===== src/verilog/art_cfg.svh =====
// Constants of the auto-reload timer: reset values, counts and options.
`ifndef ART_CFG_SVH
`define ART_CFG_SVH

`define ART_BYTE_RST 8'h00
`define ART_BYTE_MAX 8'hFF
`define ART_DIV12_LAST 4'hB
`define ART_DIV12_RST 4'h0
`define ART_EXT_DIV_LAST 3'h7
`define ART_EXT_DIV_RST 3'h0
`define ART_CAPTURE_FALLING 1'b1
`define ART_SYNC_RST 1'b0

`endif


===== src/verilog/art_pkg.sv =====
// Types shared by the auto-reload timer modules.
package art_pkg;

  typedef enum logic [2:0] {
    ART_MODE_WIDE = 3'b001,
    ART_MODE_SPLIT = 3'b010,
    ART_MODE_CAPTURE = 3'b100
  } art_mode_t;

  typedef struct packed {
    logic split_mode_select;
    logic capture_enable;
    logic capture_source_select;
    logic low_overflow_irq_enable;
    logic run_control;
    logic high_byte_clock_select;
    logic low_byte_clock_select;
    logic external_clock_select;
    logic timer_irq_enable;
  } art_ctrl_t;

  typedef struct packed {
    logic count_low_wr;
    logic count_high_wr;
    logic reload_low_wr;
    logic reload_high_wr;
    logic high_flag_clr;
    logic low_flag_clr;
    logic [7:0] wdata;
  } art_wr_t;

  typedef struct packed {
    logic [7:0] count_low_byte;
    logic [7:0] count_high_byte;
    logic [7:0] reload_low_byte;
    logic [7:0] reload_high_byte;
    logic high_overflow_flag;
    logic low_overflow_flag;
    logic [3:0] div12;
    logic [2:0] ext_div;
    logic ext_prev;
    logic lfo_prev;
    logic irq;
  } art_state_t;

  typedef struct packed {
    logic s1;
    logic s2;
    logic s3;
    logic level;
  } art_sync_t;

endpackage


===== src/verilog/art_sync.sv =====
// Three-stage pin synchroniser whose output follows once stages two and three agree.
`timescale 1ns/100ps
`include "art_cfg.svh"

module art_sync #(
  parameter logic INIT = `ART_SYNC_RST
) (
  input wire logic REF_CLK_I,
  input wire logic RSTN_I,
  input wire logic PIN_I,
  output logic LEVEL_O
);
  import art_pkg::*;

  art_sync_t sync_reg;
  art_sync_t sync_next;

  always_comb
  begin
    sync_next = sync_reg;
    sync_next.s1 = PIN_I;
    sync_next.s2 = sync_reg.s1;
    sync_next.s3 = sync_reg.s2;
    // A single-cycle disagreement is treated as a glitch and not passed on.
    if (sync_reg.s2 == sync_reg.s3)
    begin
      sync_next.level = sync_reg.s3;
    end
  end

  always_ff @(posedge REF_CLK_I or negedge RSTN_I)
  begin
    if (!RSTN_I)
    begin
      sync_reg <= '{s1: INIT, s2: INIT, s3: INIT, level: INIT};
    end
    else
    begin
      sync_reg <= sync_next;
    end
  end

  assign LEVEL_O = sync_reg.level;

endmodule // art_sync


===== src/verilog/art_timer.sv =====
// Sixteen-bit auto-reload timer with split byte mode and oscillator capture.
`timescale 1ns/100ps
`include "art_cfg.svh"

module art_timer (
  input wire logic REF_CLK_I,
  input wire logic RSTN_I,
  input wire art_pkg::art_ctrl_t CTRL_I,
  input wire art_pkg::art_wr_t WR_I,
  input wire logic EXT_OSC_I,
  input wire logic LFO_I,
  output logic [7:0] COUNT_LOW_BYTE_O,
  output logic [7:0] COUNT_HIGH_BYTE_O,
  output logic [7:0] RELOAD_LOW_BYTE_O,
  output logic [7:0] RELOAD_HIGH_BYTE_O,
  output logic HIGH_OVERFLOW_FLAG_O,
  output logic LOW_OVERFLOW_FLAG_O,
  output logic IRQ_O
);
  import art_pkg::*;

  art_state_t state_reg;
  art_state_t state_next;
  art_mode_t mode;
  logic ext_level;
  logic lfo_level;
  logic tick_div12;
  logic tick_ext;
  logic tick_low;
  logic tick_high;
  logic lfo_strobe;
  logic low_wrap;
  logic high_wrap;

  // Both slow pins pass the same three-stage synchroniser.
  art_sync #(
    .INIT(`ART_SYNC_RST)
  ) u_ext_sync (
    .REF_CLK_I(REF_CLK_I),
    .RSTN_I(RSTN_I),
    .PIN_I(EXT_OSC_I),
    .LEVEL_O(ext_level)
  );

  art_sync #(
    .INIT(`ART_SYNC_RST)
  ) u_lfo_sync (
    .REF_CLK_I(REF_CLK_I),
    .RSTN_I(RSTN_I),
    .PIN_I(LFO_I),
    .LEVEL_O(lfo_level)
  );

  // Picks the count enable of one byte timer.
  function automatic logic pick_tick(
    input logic fast_sel,
    input logic ext_sel,
    input logic t12,
    input logic t8
  );
    logic result;
    result = 1'b1;
    if (!fast_sel)
    begin
      result = ext_sel ? t8 : t12;
    end
    return result;
  endfunction

  // Capture enable overrides split; the split bit only shapes counting outside capture.
  always_comb
  begin
    if (CTRL_I.capture_enable)
    begin
      mode = ART_MODE_CAPTURE;
    end
    else if (CTRL_I.split_mode_select)
    begin
      mode = ART_MODE_SPLIT;
    end
    else
    begin
      mode = ART_MODE_WIDE;
    end
  end

  // Divider enables run continuously so a mode change never sees a stale phase.
  always_comb
  begin
    tick_div12 = (state_reg.div12 == `ART_DIV12_LAST);
    tick_ext = ext_level && !state_reg.ext_prev && (state_reg.ext_div == `ART_EXT_DIV_LAST);
    tick_low = pick_tick(CTRL_I.low_byte_clock_select, CTRL_I.external_clock_select,
                         tick_div12, tick_ext);
    tick_high = pick_tick(CTRL_I.high_byte_clock_select, CTRL_I.external_clock_select,
                          tick_div12, tick_ext);
    if (`ART_CAPTURE_FALLING)
    begin
      lfo_strobe = state_reg.lfo_prev && !lfo_level;
    end
    else
    begin
      lfo_strobe = !state_reg.lfo_prev && lfo_level;
    end
    low_wrap = (state_reg.count_low_byte == `ART_BYTE_MAX);
    high_wrap = (state_reg.count_high_byte == `ART_BYTE_MAX);
  end

  always_comb
  begin
    state_next = state_reg;

    if (tick_div12)
    begin
      state_next.div12 = `ART_DIV12_RST;
    end
    else
    begin
      state_next.div12 = state_reg.div12 + 4'h1;
    end

    state_next.ext_prev = ext_level;
    if (ext_level && !state_reg.ext_prev)
    begin
      state_next.ext_div = state_reg.ext_div + 3'h1;
    end
    state_next.lfo_prev = lfo_level;

    // Clears come first so that a hardware set in the same cycle wins.
    if (WR_I.high_flag_clr)
    begin
      state_next.high_overflow_flag = 1'b0;
    end
    if (WR_I.low_flag_clr)
    begin
      state_next.low_overflow_flag = 1'b0;
    end

    case (mode)
      ART_MODE_WIDE:
      begin
        if (CTRL_I.run_control && tick_low)
        begin
          if (low_wrap && high_wrap)
          begin
            state_next.count_low_byte = state_reg.reload_low_byte;
            state_next.count_high_byte = state_reg.reload_high_byte;
            state_next.high_overflow_flag = 1'b1;
            state_next.low_overflow_flag = 1'b1;
          end
          else if (low_wrap)
          begin
            state_next.count_low_byte = `ART_BYTE_RST;
            state_next.count_high_byte = state_reg.count_high_byte + 8'h01;
            state_next.low_overflow_flag = 1'b1;
          end
          else
          begin
            state_next.count_low_byte = state_reg.count_low_byte + 8'h01;
          end
        end
      end
      ART_MODE_SPLIT:
      begin
        // The low byte ignores run control by design.
        if (tick_low)
        begin
          if (low_wrap)
          begin
            state_next.count_low_byte = state_reg.reload_low_byte;
            state_next.low_overflow_flag = 1'b1;
          end
          else
          begin
            state_next.count_low_byte = state_reg.count_low_byte + 8'h01;
          end
        end
        if (CTRL_I.run_control && tick_high)
        begin
          if (high_wrap)
          begin
            state_next.count_high_byte = state_reg.reload_high_byte;
            state_next.high_overflow_flag = 1'b1;
          end
          else
          begin
            state_next.count_high_byte = state_reg.count_high_byte + 8'h01;
          end
        end
      end
      ART_MODE_CAPTURE:
      begin
        // No reload here: the reload pair holds the last capture instead.
        if (CTRL_I.run_control && tick_low)
        begin
          {state_next.count_high_byte, state_next.count_low_byte} =
            {state_reg.count_high_byte, state_reg.count_low_byte} + 16'h0001;
        end
      end
      default:
      begin
        state_next = state_reg;
      end
    endcase

    // Software writes to the count bytes win over counting in the same cycle.
    if (WR_I.count_low_wr)
    begin
      state_next.count_low_byte = WR_I.wdata;
    end
    if (WR_I.count_high_wr)
    begin
      state_next.count_high_byte = WR_I.wdata;
    end
    if (WR_I.reload_low_wr)
    begin
      state_next.reload_low_byte = WR_I.wdata;
    end
    if (WR_I.reload_high_wr)
    begin
      state_next.reload_high_byte = WR_I.wdata;
    end

    // A capture beats a software reload write, since the measurement cannot be repeated.
    if (mode == ART_MODE_CAPTURE && CTRL_I.capture_source_select && lfo_strobe)
    begin
      state_next.reload_low_byte = state_reg.count_low_byte;
      state_next.reload_high_byte = state_reg.count_high_byte;
      state_next.high_overflow_flag = 1'b1;
    end

    // Low flag only raises the request when its own enable is set as well.
    state_next.irq = CTRL_I.timer_irq_enable &&
                     (state_next.high_overflow_flag ||
                      (CTRL_I.low_overflow_irq_enable && state_next.low_overflow_flag));
  end

  always_ff @(posedge REF_CLK_I or negedge RSTN_I)
  begin
    if (!RSTN_I)
    begin
      state_reg.count_low_byte <= `ART_BYTE_RST;
      state_reg.count_high_byte <= `ART_BYTE_RST;
      state_reg.reload_low_byte <= `ART_BYTE_RST;
      state_reg.reload_high_byte <= `ART_BYTE_RST;
      state_reg.high_overflow_flag <= 1'b0;
      state_reg.low_overflow_flag <= 1'b0;
      state_reg.div12 <= `ART_DIV12_RST;
      state_reg.ext_div <= `ART_EXT_DIV_RST;
      state_reg.ext_prev <= `ART_SYNC_RST;
      state_reg.lfo_prev <= `ART_SYNC_RST;
      state_reg.irq <= 1'b0;
    end
    else
    begin
      state_reg <= state_next;
    end
  end

  assign COUNT_LOW_BYTE_O = state_reg.count_low_byte;
  assign COUNT_HIGH_BYTE_O = state_reg.count_high_byte;
  assign RELOAD_LOW_BYTE_O = state_reg.reload_low_byte;
  assign RELOAD_HIGH_BYTE_O = state_reg.reload_high_byte;
  assign HIGH_OVERFLOW_FLAG_O = state_reg.high_overflow_flag;
  assign LOW_OVERFLOW_FLAG_O = state_reg.low_overflow_flag;
  assign IRQ_O = state_reg.irq;

endmodule // art_timer

===== config.mk =====
export PLATFORM = sky130hd
export DESIGN_NAME = art_timer
export DESIGN_NICKNAME = d
export VERILOG_FILES = /design/src/verilog/art_pkg.sv /design/src/verilog/art_sync.sv /design/src/verilog/art_timer.sv
export VERILOG_INCLUDE_DIRS = /design/src /design/src/verilog
export SDC_FILE = /design/constraint.sdc
export NUM_CORES = 1
export LEC_CHECK = 0
export ABC_AREA = 1
export BUFFER_PORTS_ARGS = -buffer_cell sky130_fd_sc_hd__buf_2
export CAP_MARGIN = 20
export CORE_MARGIN = 2
export CORE_UTILIZATION = 50
export CTS_CLUSTER_DIAMETER = 120
export DETAILED_ROUTE_END_ITERATION = 7
export PLACE_DENSITY_LB_ADDON = 0.08
export SYNTH_ARGS = -nofsm -noshare
export SYNTH_HDL_FRONTEND = slang
export SYNTH_SLANG_ARGS = --single-unit

===== constraint.sdc =====
create_clock -name REF_CLK_I -period 2.43 [get_ports REF_CLK_I]
set_input_delay 0.243 -clock REF_CLK_I [delete_from_list [all_inputs] [get_ports REF_CLK_I]]
set_output_delay 0.243 -clock REF_CLK_I [all_outputs]
set_load 0.05 [all_outputs]

Yosys cells after proc, flatten, opt, wreduce, memory -nomap -nowiden
Cells that the tools add are included.
{"block": "classes", "bitwise_logic": 0, "shifts": 0, "n_eq_ne": 16, "mul": 0, "muxes": 31, "div_mod_pow": 0, "addsub": 5, "n_lt_le_gt_ge": 0, "n_reduce_logical": 21}
{"operator": "two-way mux 8 bit", "count": 10}
{"operator": "two-way mux 16 bit", "count": 3}
{"operator": "one-hot mux 16 bit (3 select lines)", "count": 1}
{"operator": "!= test 3 bit, second input constant", "count": 6}
{"operator": "two-way mux 17 bit", "count": 1}
{"operator": "adder 16 x 1 -> 16 bit, second input constant", "count": 1}
{"operator": "adder 8 x 1 -> 8 bit, second input constant", "count": 2}
{"operator": "equality test 8 bit, second input constant", "count": 2}
{"operator": "two-way mux 1 bit", "count": 11}
{"operator": "logical AND 1 bit", "count": 10}
{"operator": "nonzero test 4 bit", "count": 2}
{"operator": "equality test 3 bit, second input constant", "count": 2}
{"operator": "one-hot mux 2 bit (3 select lines)", "count": 1}
{"operator": "AND reduction 5 bit", "count": 1}
{"operator": "adder 4 x 1 -> 4 bit, second input constant", "count": 1}
{"operator": "equality test 4 bit, second input constant", "count": 1}
{"operator": "two-way mux 2 bit", "count": 2}
{"operator": "two-way mux 4 bit", "count": 1}
{"operator": "!= test 4 bit, second input constant", "count": 1}
{"operator": "AND reduction 4 bit", "count": 1}
{"operator": "nonzero test 2 bit", "count": 2}
{"operator": "adder 3 x 1 -> 3 bit, second input constant", "count": 1}
{"operator": "equality test 3 x 1 -> 1 bit, second input constant", "count": 1}
{"operator": "equality test 3 x 2 -> 1 bit, second input constant", "count": 1}
{"operator": "6 further kinds", "count": 8}
{"block": "word_totals", "ram_bits": 0, "memories": 0, "input_bits": 27, "ff_bits": 52, "latchBits": 0, "wordCells": 92, "mem_bits_ro": 0, "out_inout_bits": 35}

Longest topological paths before layout
Gate-level depths: netlist (run 1).
{"block": "logic_depth", "ltp_word": 11, "ltp_mapped": 12, "depth_no_buf": 11}

Hierarchy
Synthesis (run 1) repeated with hierarchy kept, for this count alone.
{"block": "unflattened", "cells_unflattened": 502, "hier_area_um2": 3475.8}
{"mod": "art_timer", "seq_area_each_um2": 1101.1, "cells_per_inst": 486, "instances": 1, "area_per_inst_um2": 3243.1}
{"mod": "art_sync", "seq_area_each_um2": 100.1, "cells_per_inst": 8, "instances": 2, "area_per_inst_um2": 116.4}

Least setup slack after synthesis (run 1)
Ideal clock, no wire load.
{"block": "synth_path", "path_kind": "register to register", "start": "register state_reg[3] (netlist bit)", "end": "register state_reg, in the netlist COUNT_LOW_BYTE_O[3]", "period_less_slack_ns": 1.688, "path_stages_with_launch": 10, "t_arrival_ns": 1.555, "path_buffers": 1, "required_time_ns": 2.297, "setup_slack_ns": 0.742, "setup_ns": 0.133, "cell_sequence": "dfrtp_1 ha_1 ha_1 nand4_1 nand3_1 nand2_1 nand3_1 clkbuf_1 o211ai_1 o21ai_0"}
{"block": "synth_via", "elab_chain_len": 7, "elab_cells_between_ends": 9, "classes_between": "eq/ne (4); mux (2); reduce/logical (3)"}
{"element": "start: declaration", "line_no": "art_timer.sv:22", "text": "art_state_t state_reg;"}
{"element": "start signal: assignment", "line_no": "art_timer.sv:255", "text": "state_reg <= state_next;"}
{"element": "equality test 3 bit (no source line) (*)"}
{"element": "logical AND 1 bit (*)", "line_no": "art_timer.sv:91", "text": "tick_ext = ext_level && !state_reg.ext_prev && (state_reg.ext_div == `ART_EXT_DIV_LAST);"}
{"element": "two-way mux 1 bit (*)", "line_no": "art_timer.sv:65", "text": "result = ext_sel ? t8 : t12;"}
{"element": "two-way mux 1 bit (*)", "line_no": "art_timer.sv:63", "text": "if (!fast_sel)"}
{"element": "logical AND 1 bit", "line_no": "art_timer.sv:141, art_timer.sv:193"}
{"element": "!= test 3 bit (no source line)"}
{"element": "AND reduction 4 bit (no source line) (*)"}
Mark *: on every way between the ends. The rest lies on a longest branch, timed or not.
A chain may end at the register's enable or synchronous reset.

Worst setup path after layout (run 1)
{"block": "layout_path", "start": "register state_reg[3] (netlist bit)", "end": "register state_reg, in the netlist COUNT_LOW_BYTE_O[1]"}
The elaborated chain is that of the path after synthesis.

==> results of run 1 <==
## metal layers
layer	wire [um]	vias to the layer above	share of wire, %	GRT usage, %
li1	-	1566	-	-
met1	4090	1489	45	34.9
met2	4120	117	46	40.3
met3	542	18	6.0	3.32
met4	240	0	2.7	9.38
met5	0	-	0	0
## layout make-up
| cell class | instances | area (sq um) | share of cell area, % |
|---|---|---|---|
| Clock buffer | 6 | 82.6 | 2.23 |
| Clock inverter | 2 | 13.8 | 0.371 |
| Inverter | 60 | 228 | 6.15 |
| Multi-Input combinational cell | 325 | 1610 | 43.5 |
| Sequential cell | 52 | 1300 | 35.1 |
| Tap cell | 80 | 100 | 2.70 |
| Timing Repair Buffer | 69 | 368 | 9.93 |
## report_power, final
| group | total, mW | switching [mW] | internal (mW) |
|---|---|---|---|
| clock | 0.551 | 0.317 | 0.234 |
| combinational | 0.923 | 0.655 | 0.269 |
| sequential | 1.12 | 0.136 | 0.985 |
## worst paths after layout
kind                                      endpoint  cells after the start  slack, ns                     from
setup / recovery               COUNT_LOW_BYTE_O[1]                      9       0.42             state_reg[3]
hold / removal             u_ext_sync.sync_next[2]                      1       0.03                EXT_OSC_I
setup reg to reg               COUNT_LOW_BYTE_O[1]                      9       0.42             state_reg[3]
hold reg to reg            u_ext_sync.sync_next[1]                      0       0.36  u_ext_sync.sync_next[2]
max in group asynchronous    RELOAD_HIGH_BYTE_O[1]                      3       1.40                   RSTN_I
min in group asynchronous      COUNT_LOW_BYTE_O[4]                      2       0.36                   RSTN_I
## cells by family after synthesis
| logic type | after synthesis | share of synthesized area (%) |
|---|---|---|
| AOI/OAI and AO/OA | 50 | 8.66 |
| xor gates and xnor gates | 8 | 2.04 |
| adders and majority gates | 7 | 2.40 |
| buffers and inverters | 104 | 15.3 |
| DFF | 52 | 37.8 |
| muxes | 2 | 0.655 |
| and+or+nand+nor | 258 | 33.1 |
## Yosys cell counts (3+ instances only)
master / instances
sky130_fd_sc_hd__a21oi_1: 11
sky130_fd_sc_hd__buf_2: 4
sky130_fd_sc_hd__buf_4: 32
sky130_fd_sc_hd__clkbuf_1: 5
sky130_fd_sc_hd__dfrtp_1: 52
sky130_fd_sc_hd__ha_1: 5
sky130_fd_sc_hd__inv_1: 55
sky130_fd_sc_hd__nand2_1: 147
sky130_fd_sc_hd__nand3_1: 52
sky130_fd_sc_hd__nand4_1: 5
sky130_fd_sc_hd__nor2_1: 33
sky130_fd_sc_hd__nor2_4: 3
sky130_fd_sc_hd__nor3_1: 4
sky130_fd_sc_hd__o211ai_1: 17
sky130_fd_sc_hd__o21ai_0: 20
sky130_fd_sc_hd__or2_2: 4
sky130_fd_sc_hd__xor2_1: 6
## critical path: stages, from the launching register on
cell                      delay (ns)
sky130_fd_sc_hd__dfrtp_1        0.41
sky130_fd_sc_hd__ha_1           0.20
sky130_fd_sc_hd__ha_1           0.17
sky130_fd_sc_hd__nand4_1        0.11
sky130_fd_sc_hd__nand3_1        0.16
sky130_fd_sc_hd__nand2_1        0.14
sky130_fd_sc_hd__nand3_1        0.35
sky130_fd_sc_hd__inv_1          0.26
sky130_fd_sc_hd__nand2_1        0.07
sky130_fd_sc_hd__nand2_1        0.08
## what timing repair did
item	in CTS	in global routing
endpoints found under the setup margin	0	0
endpoints found under the hold margin	16	0
hold buffers	1	0
## placed cells by master, fill, tap and decap left out, drive strengths merged
cell type	n
nand3b	2
nand2	151
nand4	5
o22ai	1
clkinv	3
inv	59
xor2	6
o2111ai	1
a21oi	11
nand3	52
o211ai	17
dlygate4sd3	1
ha	5
nor3	5
nor2	39
or2	4
o21ai	20
xnor2	2
buf	68
dfrtp	52
mux2	2
clkbuf	6
maj3	2
## stage by stage
step | utilization [%] | area, sq um
after floorplan | - | 3440
after global placement | 53.6 | 3600
after detailed placement | 53.6 | 3600
after CTS | 55.1 | 3700
after global routing | 55.1 | 3700
final | 55.1 | 3700
==> summary.md, run 1 <==
| Metric | Value |
|---|---|
| Number of cell rows | `30` |
| Mean cell area of the mapped netlist | `7.15 sq um` |
| Placeable core region | `6720 sq um` |
| Post-synthesis register bit count | `52` |
| Congestion Overflow GR | `0` |
| Number of DRC violations after detailed-routing iteration 0 | `264` |
| Final setup viols | `0` |
| Number of nets with antenna violations after routing | `0` |
| Relative slew margins | `53.4%` |
| Critical Path AT | `2.27 ns` |
| Number of global-route vias before repair | `3043` |
| Count of inserted antenna diode cells | `0` |
| Cells resized by post-CTS repair | `0` |
| Synthesized netlist net count | `513` |
| Post-layout net count | `545` |
| Total of warnings raised by yosys | `0` |
| Pre-Repair DR Iteration Count | `6` |
| Top-area cell type share of the netlist area | `37.8%` |
| H-tree Lvls | `2` |
| Die area | `7560 sq um` |
| Routed wirelength normalized by instance count | `15.2 um` |
| Growth of design area from synthesis to finish | `7.75%` |
| Post-detailed-route DRC marker count | `0` |
| Post-synthesis sequential area ratio | `37.8%` |
| Required time worst endpoint | `2.69 ns` |
| Clock network latency to the later pin of the worst-skew pair | `0.32 ns` |
| Total power divided by cell area | `700 nW/um^2` |
| Via-per-instance ratio | `5.37` |
| Post-synthesis async set-or-reset flop share | `100%` |
| CTS tree | `built` |
| Post-route non-filler standard cell count | `594` |
| Root Driver | `sky130_fd_sc_hd__clkbuf_8` |
| Max FO, Critical Path | `13` |
| Unique masters post-synth | `33` |
| Startpoint type of the worst setup path | `flip-flop` |
| IO Port Bufs | `61` |
| Final critical-path setup slack | `0.421 ns` |
| Number of synthesized flops with an enable pin | `0` |
| Slew at the pin with the worst max-slew slack | `0.696 ns` |
| Total placed cells including tap cells | `585` |
| Layout cells sized above 1 | `18.7%` |
| Post-route total power | `2.59 mW` |
| Total setup buffers inserted after CTS | `0` |
| Max reg flops | `9` |
| Clk sink count | `52` |
| Classification of the worst setup path | `flip-flop to flip-flop` |
| Global-route wire length before repair | `14900 um` |
| Width of the chip | `86.9 um` |
| Accumulated negative setup slack | `0 ns` |
| Top cell type by total area after synthesis | `sky130_fd_sc_hd__dfrtp_1` |
| Die Ht | `86.9 um` |
| Hold Path Class | `input pin to flip-flop` |
| Count of boundary I/O pins | `62` |
| Fmax | `498 MHz` |
| Maximum number of pins on one net before global-route repair | `23` |
| Synthesized area | `3440 sq um` |
| Time the worst path needs with I/O delays and setup | `2.01 ns` |
| Setup repair after global routing missed its margin | `no` |
| Cells after synthesis | `481` |
| Status | `finished, final reports clean` |
| CTS clock-pin slew for the worst setup and hold paths | `0.10 ns` |
| Ranking of synthesized cells by area | `sky130_fd_sc_hd__dfrtp_1 38%, sky130_fd_sc_hd__nand2_1 16%, sky130_fd_sc_hd__nand3_1 7.6%` |
| Final slew viol count | `0` |
| Final WL | `9000 um` |
| Aggregate global-route resource usage | `25.2%` |
| Number of filler cells placed in the layout | `678` |
| Final Cycle Share | `82.7%` |
| Gp weighted congestion | `0.939` |
| Top FF cell, synth | `sky130_fd_sc_hd__dfrtp_1` |
| Initial Utilization | `51.2%` |
| Overall via count from detail_route | `3190` |
| Number of antenna violations at the first check in global routing | `0` |
| Post-Place Worst Slack | `0.423 ns` |
| Worst Hold Slack | `0.0270 ns` |
| Peak supply drop | `0.000437 V` |
| Setup skew after layout | `0.0155 ns` |
| Final hold vios | `0` |
| Leakage component of the power | `2.02 nW` |
| Max-cap violations | `0` |
| Kind of capture point of the worst setup path | `flip-flop` |
| Cts bufs inserted | `5` |
| Deepest clock path buffer count | `2` |
| Post-detail-place hpwl | `6810 um` |
Power figures use the tool's default switching activity.
==> inputs of run 2 (changes only) <==
==> constraint.sdc (replaced) <==
create_clock -name REF_CLK_I -period 2 [get_ports REF_CLK_I]
set_input_delay 0.2 -clock REF_CLK_I [delete_from_list [all_inputs] [get_ports REF_CLK_I]]
set_output_delay 0.2 -clock REF_CLK_I [all_outputs]
set_load 0.05 [all_outputs]
==> summary.md, run 2 (synthesis results as in run 1) <==
| Metric | Value |
|---|---|
| Cell at the slowest stage of the critical path | `sky130_fd_sc_hd__dfrtp_1` |
| Final hold vios | `0` |
| Pre-Repair DR Iteration Count | `5` |
| IO Port Bufs | `61` |
| Time the worst path needs with I/O delays and setup | `1.80 ns` |
| Clock network latency to the later pin of the worst-skew pair | `0.31 ns` |
| Largest delay share family, worst path | `simple AND/OR/NAND/NOR gates` |
| Critical Path AT | `2.06 ns` |
| Root Driver | `sky130_fd_sc_hd__clkbuf_8` |
| Gp weighted congestion | `0.915` |
| H-tree Lvls | `2` |
| Initial Utilization | `51.2%` |
| Final Cycle Share | `90.1%` |
| Setup skew after layout | `0.00827 ns` |
| Layout cells sized above 1 | `19.7%` |
| Critical path's largest stage delay | `0.40 ns` |
| Number of filler cells placed in the layout | `680` |
| Routed wirelength normalized by instance count | `15.3 um` |
| Via-per-instance ratio | `5.32` |
| Aggregate global-route resource usage | `25.5%` |
| Accumulated negative setup slack | `0 ns` |
| Classification of the worst setup path | `flip-flop to flip-flop` |
| Crit path cell chain | `ha_1 -> nand2_2 -> nor2_4 -> nand2_4 -> nor2_8 -> nand2_1 -> o21ai_0 -> nand2_1 -> nand3_1 -> nand3_1 -> nand2_1` |
| Number of antenna violations at the first check in global routing | `0` |
| Post-detailed-route DRC marker count | `0` |
| Number of nets with antenna violations after routing | `0` |
| Post-detail-place hpwl | `7030 um` |
| Number of global-route vias before repair | `3028` |
| Overall via count from detail_route | `3206` |
| Post-layout net count | `554` |
| Final setup viols | `0` |
| Startpoint type of the worst setup path | `flip-flop` |
| Required time worst endpoint | `2.26 ns` |
| Count of boundary I/O pins | `62` |
| Max-cap violations | `0` |
| Total power divided by cell area | `857 nW/um^2` |
| Cts bufs inserted | `5` |
| Number of DRC violations after detailed-routing iteration 0 | `224` |
| Die Ht | `86.9 um` |
| Width of the chip | `86.9 um` |
| Post-Place Worst Slack | `0.208 ns` |
| Congestion Overflow GR | `0` |
| Setup repair after global routing missed its margin | `no` |
| Final slew viol count | `0` |
| Growth of design area from synthesis to finish | `10.7%` |
| Leakage component of the power | `2.07 nW` |
| Most common cell after layout, fill and taps aside | `sky130_fd_sc_hd__nand2_1` |
| Clk sink count | `52` |
| Die area | `7560 sq um` |
| Global-route wire length before repair | `14900 um` |
| Number of cell rows | `30` |
| Peak supply drop | `0.000467 V` |
| Slew at the pin with the worst max-slew slack | `0.516 ns` |
| CP bufs+invs | `0` |
| Max FO, Critical Path | `10` |
| Hold Path Class | `input pin to flip-flop` |
| Count of inserted antenna diode cells | `0` |
| CTS clock-pin slew for the worst setup and hold paths | `0.10 ns` |
| Final critical-path setup slack | `0.199 ns` |
| Deepest clock path buffer count | `2` |
| Critical path's most frequent cell | `sky130_fd_sc_hd__nand2_1` |
| CTS tree | `built` |
| Final WL | `9200 um` |
| Maximum number of pins on one net before global-route repair | `33` |
| Kind of capture point of the worst setup path | `flip-flop` |
| Cells resized by post-CTS repair | `0` |
| Fmax | `555 MHz` |
| Worst Hold Slack | `0.0850 ns` |
| Placeable core region | `6720 sq um` |
| Max reg flops | `9` |
| Relative slew margins | `65.6%` |
| Most frequent cells in the layout | `147 x sky130_fd_sc_hd__nand2_1, 61 x sky130_fd_sc_hd__buf_2, 55 x sky130_fd_sc_hd__inv_1` |
| Status | `finished, final reports clean` |
-- run 2: worst reg2reg max path, delay by kind of cell (launching register included) --
| family | cells | cell delay, ns |
|---|---|---|
| flip-flops | 1 | 0.40 |
| AND/OR/NAND/NOR | 9 | 1.04 |
| AO/OA/AOI/OAI | 1 | 0.10 |
| adder cells (fa/ha/maj) | 1 | 0.22 |
-- run 2: cell type report --
cell class | instances | area, sq um | area share [%]
clock buffer | 5 | 68.8 | 1.81
clock inverter | 3 | 42.5 | 1.12
inverter | 60 | 228 | 5.98
multi-input combinational | 325 | 1610 | 42.4
sequential | 52 | 1300 | 34.2
tap | 80 | 100 | 2.63
timing repair buffer | 78 | 453 | 11.9
-- run 2: power by group --
group,switching (mW),internal (mW),leakage (nW)
registers,0.145,1.20,0.631
clock network,0.365,0.371,0.0541
logic,0.828,0.356,1.39
-- run 2: final timing paths --
| path | startpoint | to | slack (ns) | cells past startpoint |
|---|---|---|---|---|
| worst max-delay path | COUNT_LOW_BYTE_O[0] | COUNT_HIGH_BYTE_O[6] | 0.20 | 11 |
| worst min-delay path | CTRL_I[0] | IRQ_O | 0.08 | 3 |
| worst max register to register | COUNT_LOW_BYTE_O[0] | COUNT_HIGH_BYTE_O[6] | 0.20 | 11 |
| worst min register to register | u_lfo_sync.sync_next[2] | u_lfo_sync.sync_next[1] | 0.37 | 0 |
| max in group asynchronous | RSTN_I | state_reg[4] | 1.06 | 3 |
| min in group asynchronous | RSTN_I | RELOAD_LOW_BYTE_O[6] | 0.39 | 2 |
-- run 2: layer usage --
metal,share of wire [%],global-route usage [%],up-vias
li1,-,-,1585
met1,46,34.3,1494
met2,47,42.5,111
met3,5.8,3.79,16
met4,1.5,7.24,0
met5,0,0,-
-- run 2: repair_timing --
| item | CTS | global route |
|---|---|---|
| hold buffers | 3 | 0 |
| hold endpoints to repair | 22 | 0 |
| buffers inserted | 0 | 2 |
| setup endpoints to repair | 0 | 1 |
-- run 2: per-stage QoR --
step	cell area (sq um)	util [%]	cells	total power [mW]
floorplan	3440	-	481	2.34
global placement	3650	54.3	590	2.52
detailed placement	3650	54.3	590	2.54
CTS	3790	56.4	601	3.28
global route	3800	56.6	603	3.45
finish	3800	56.6	603	3.26
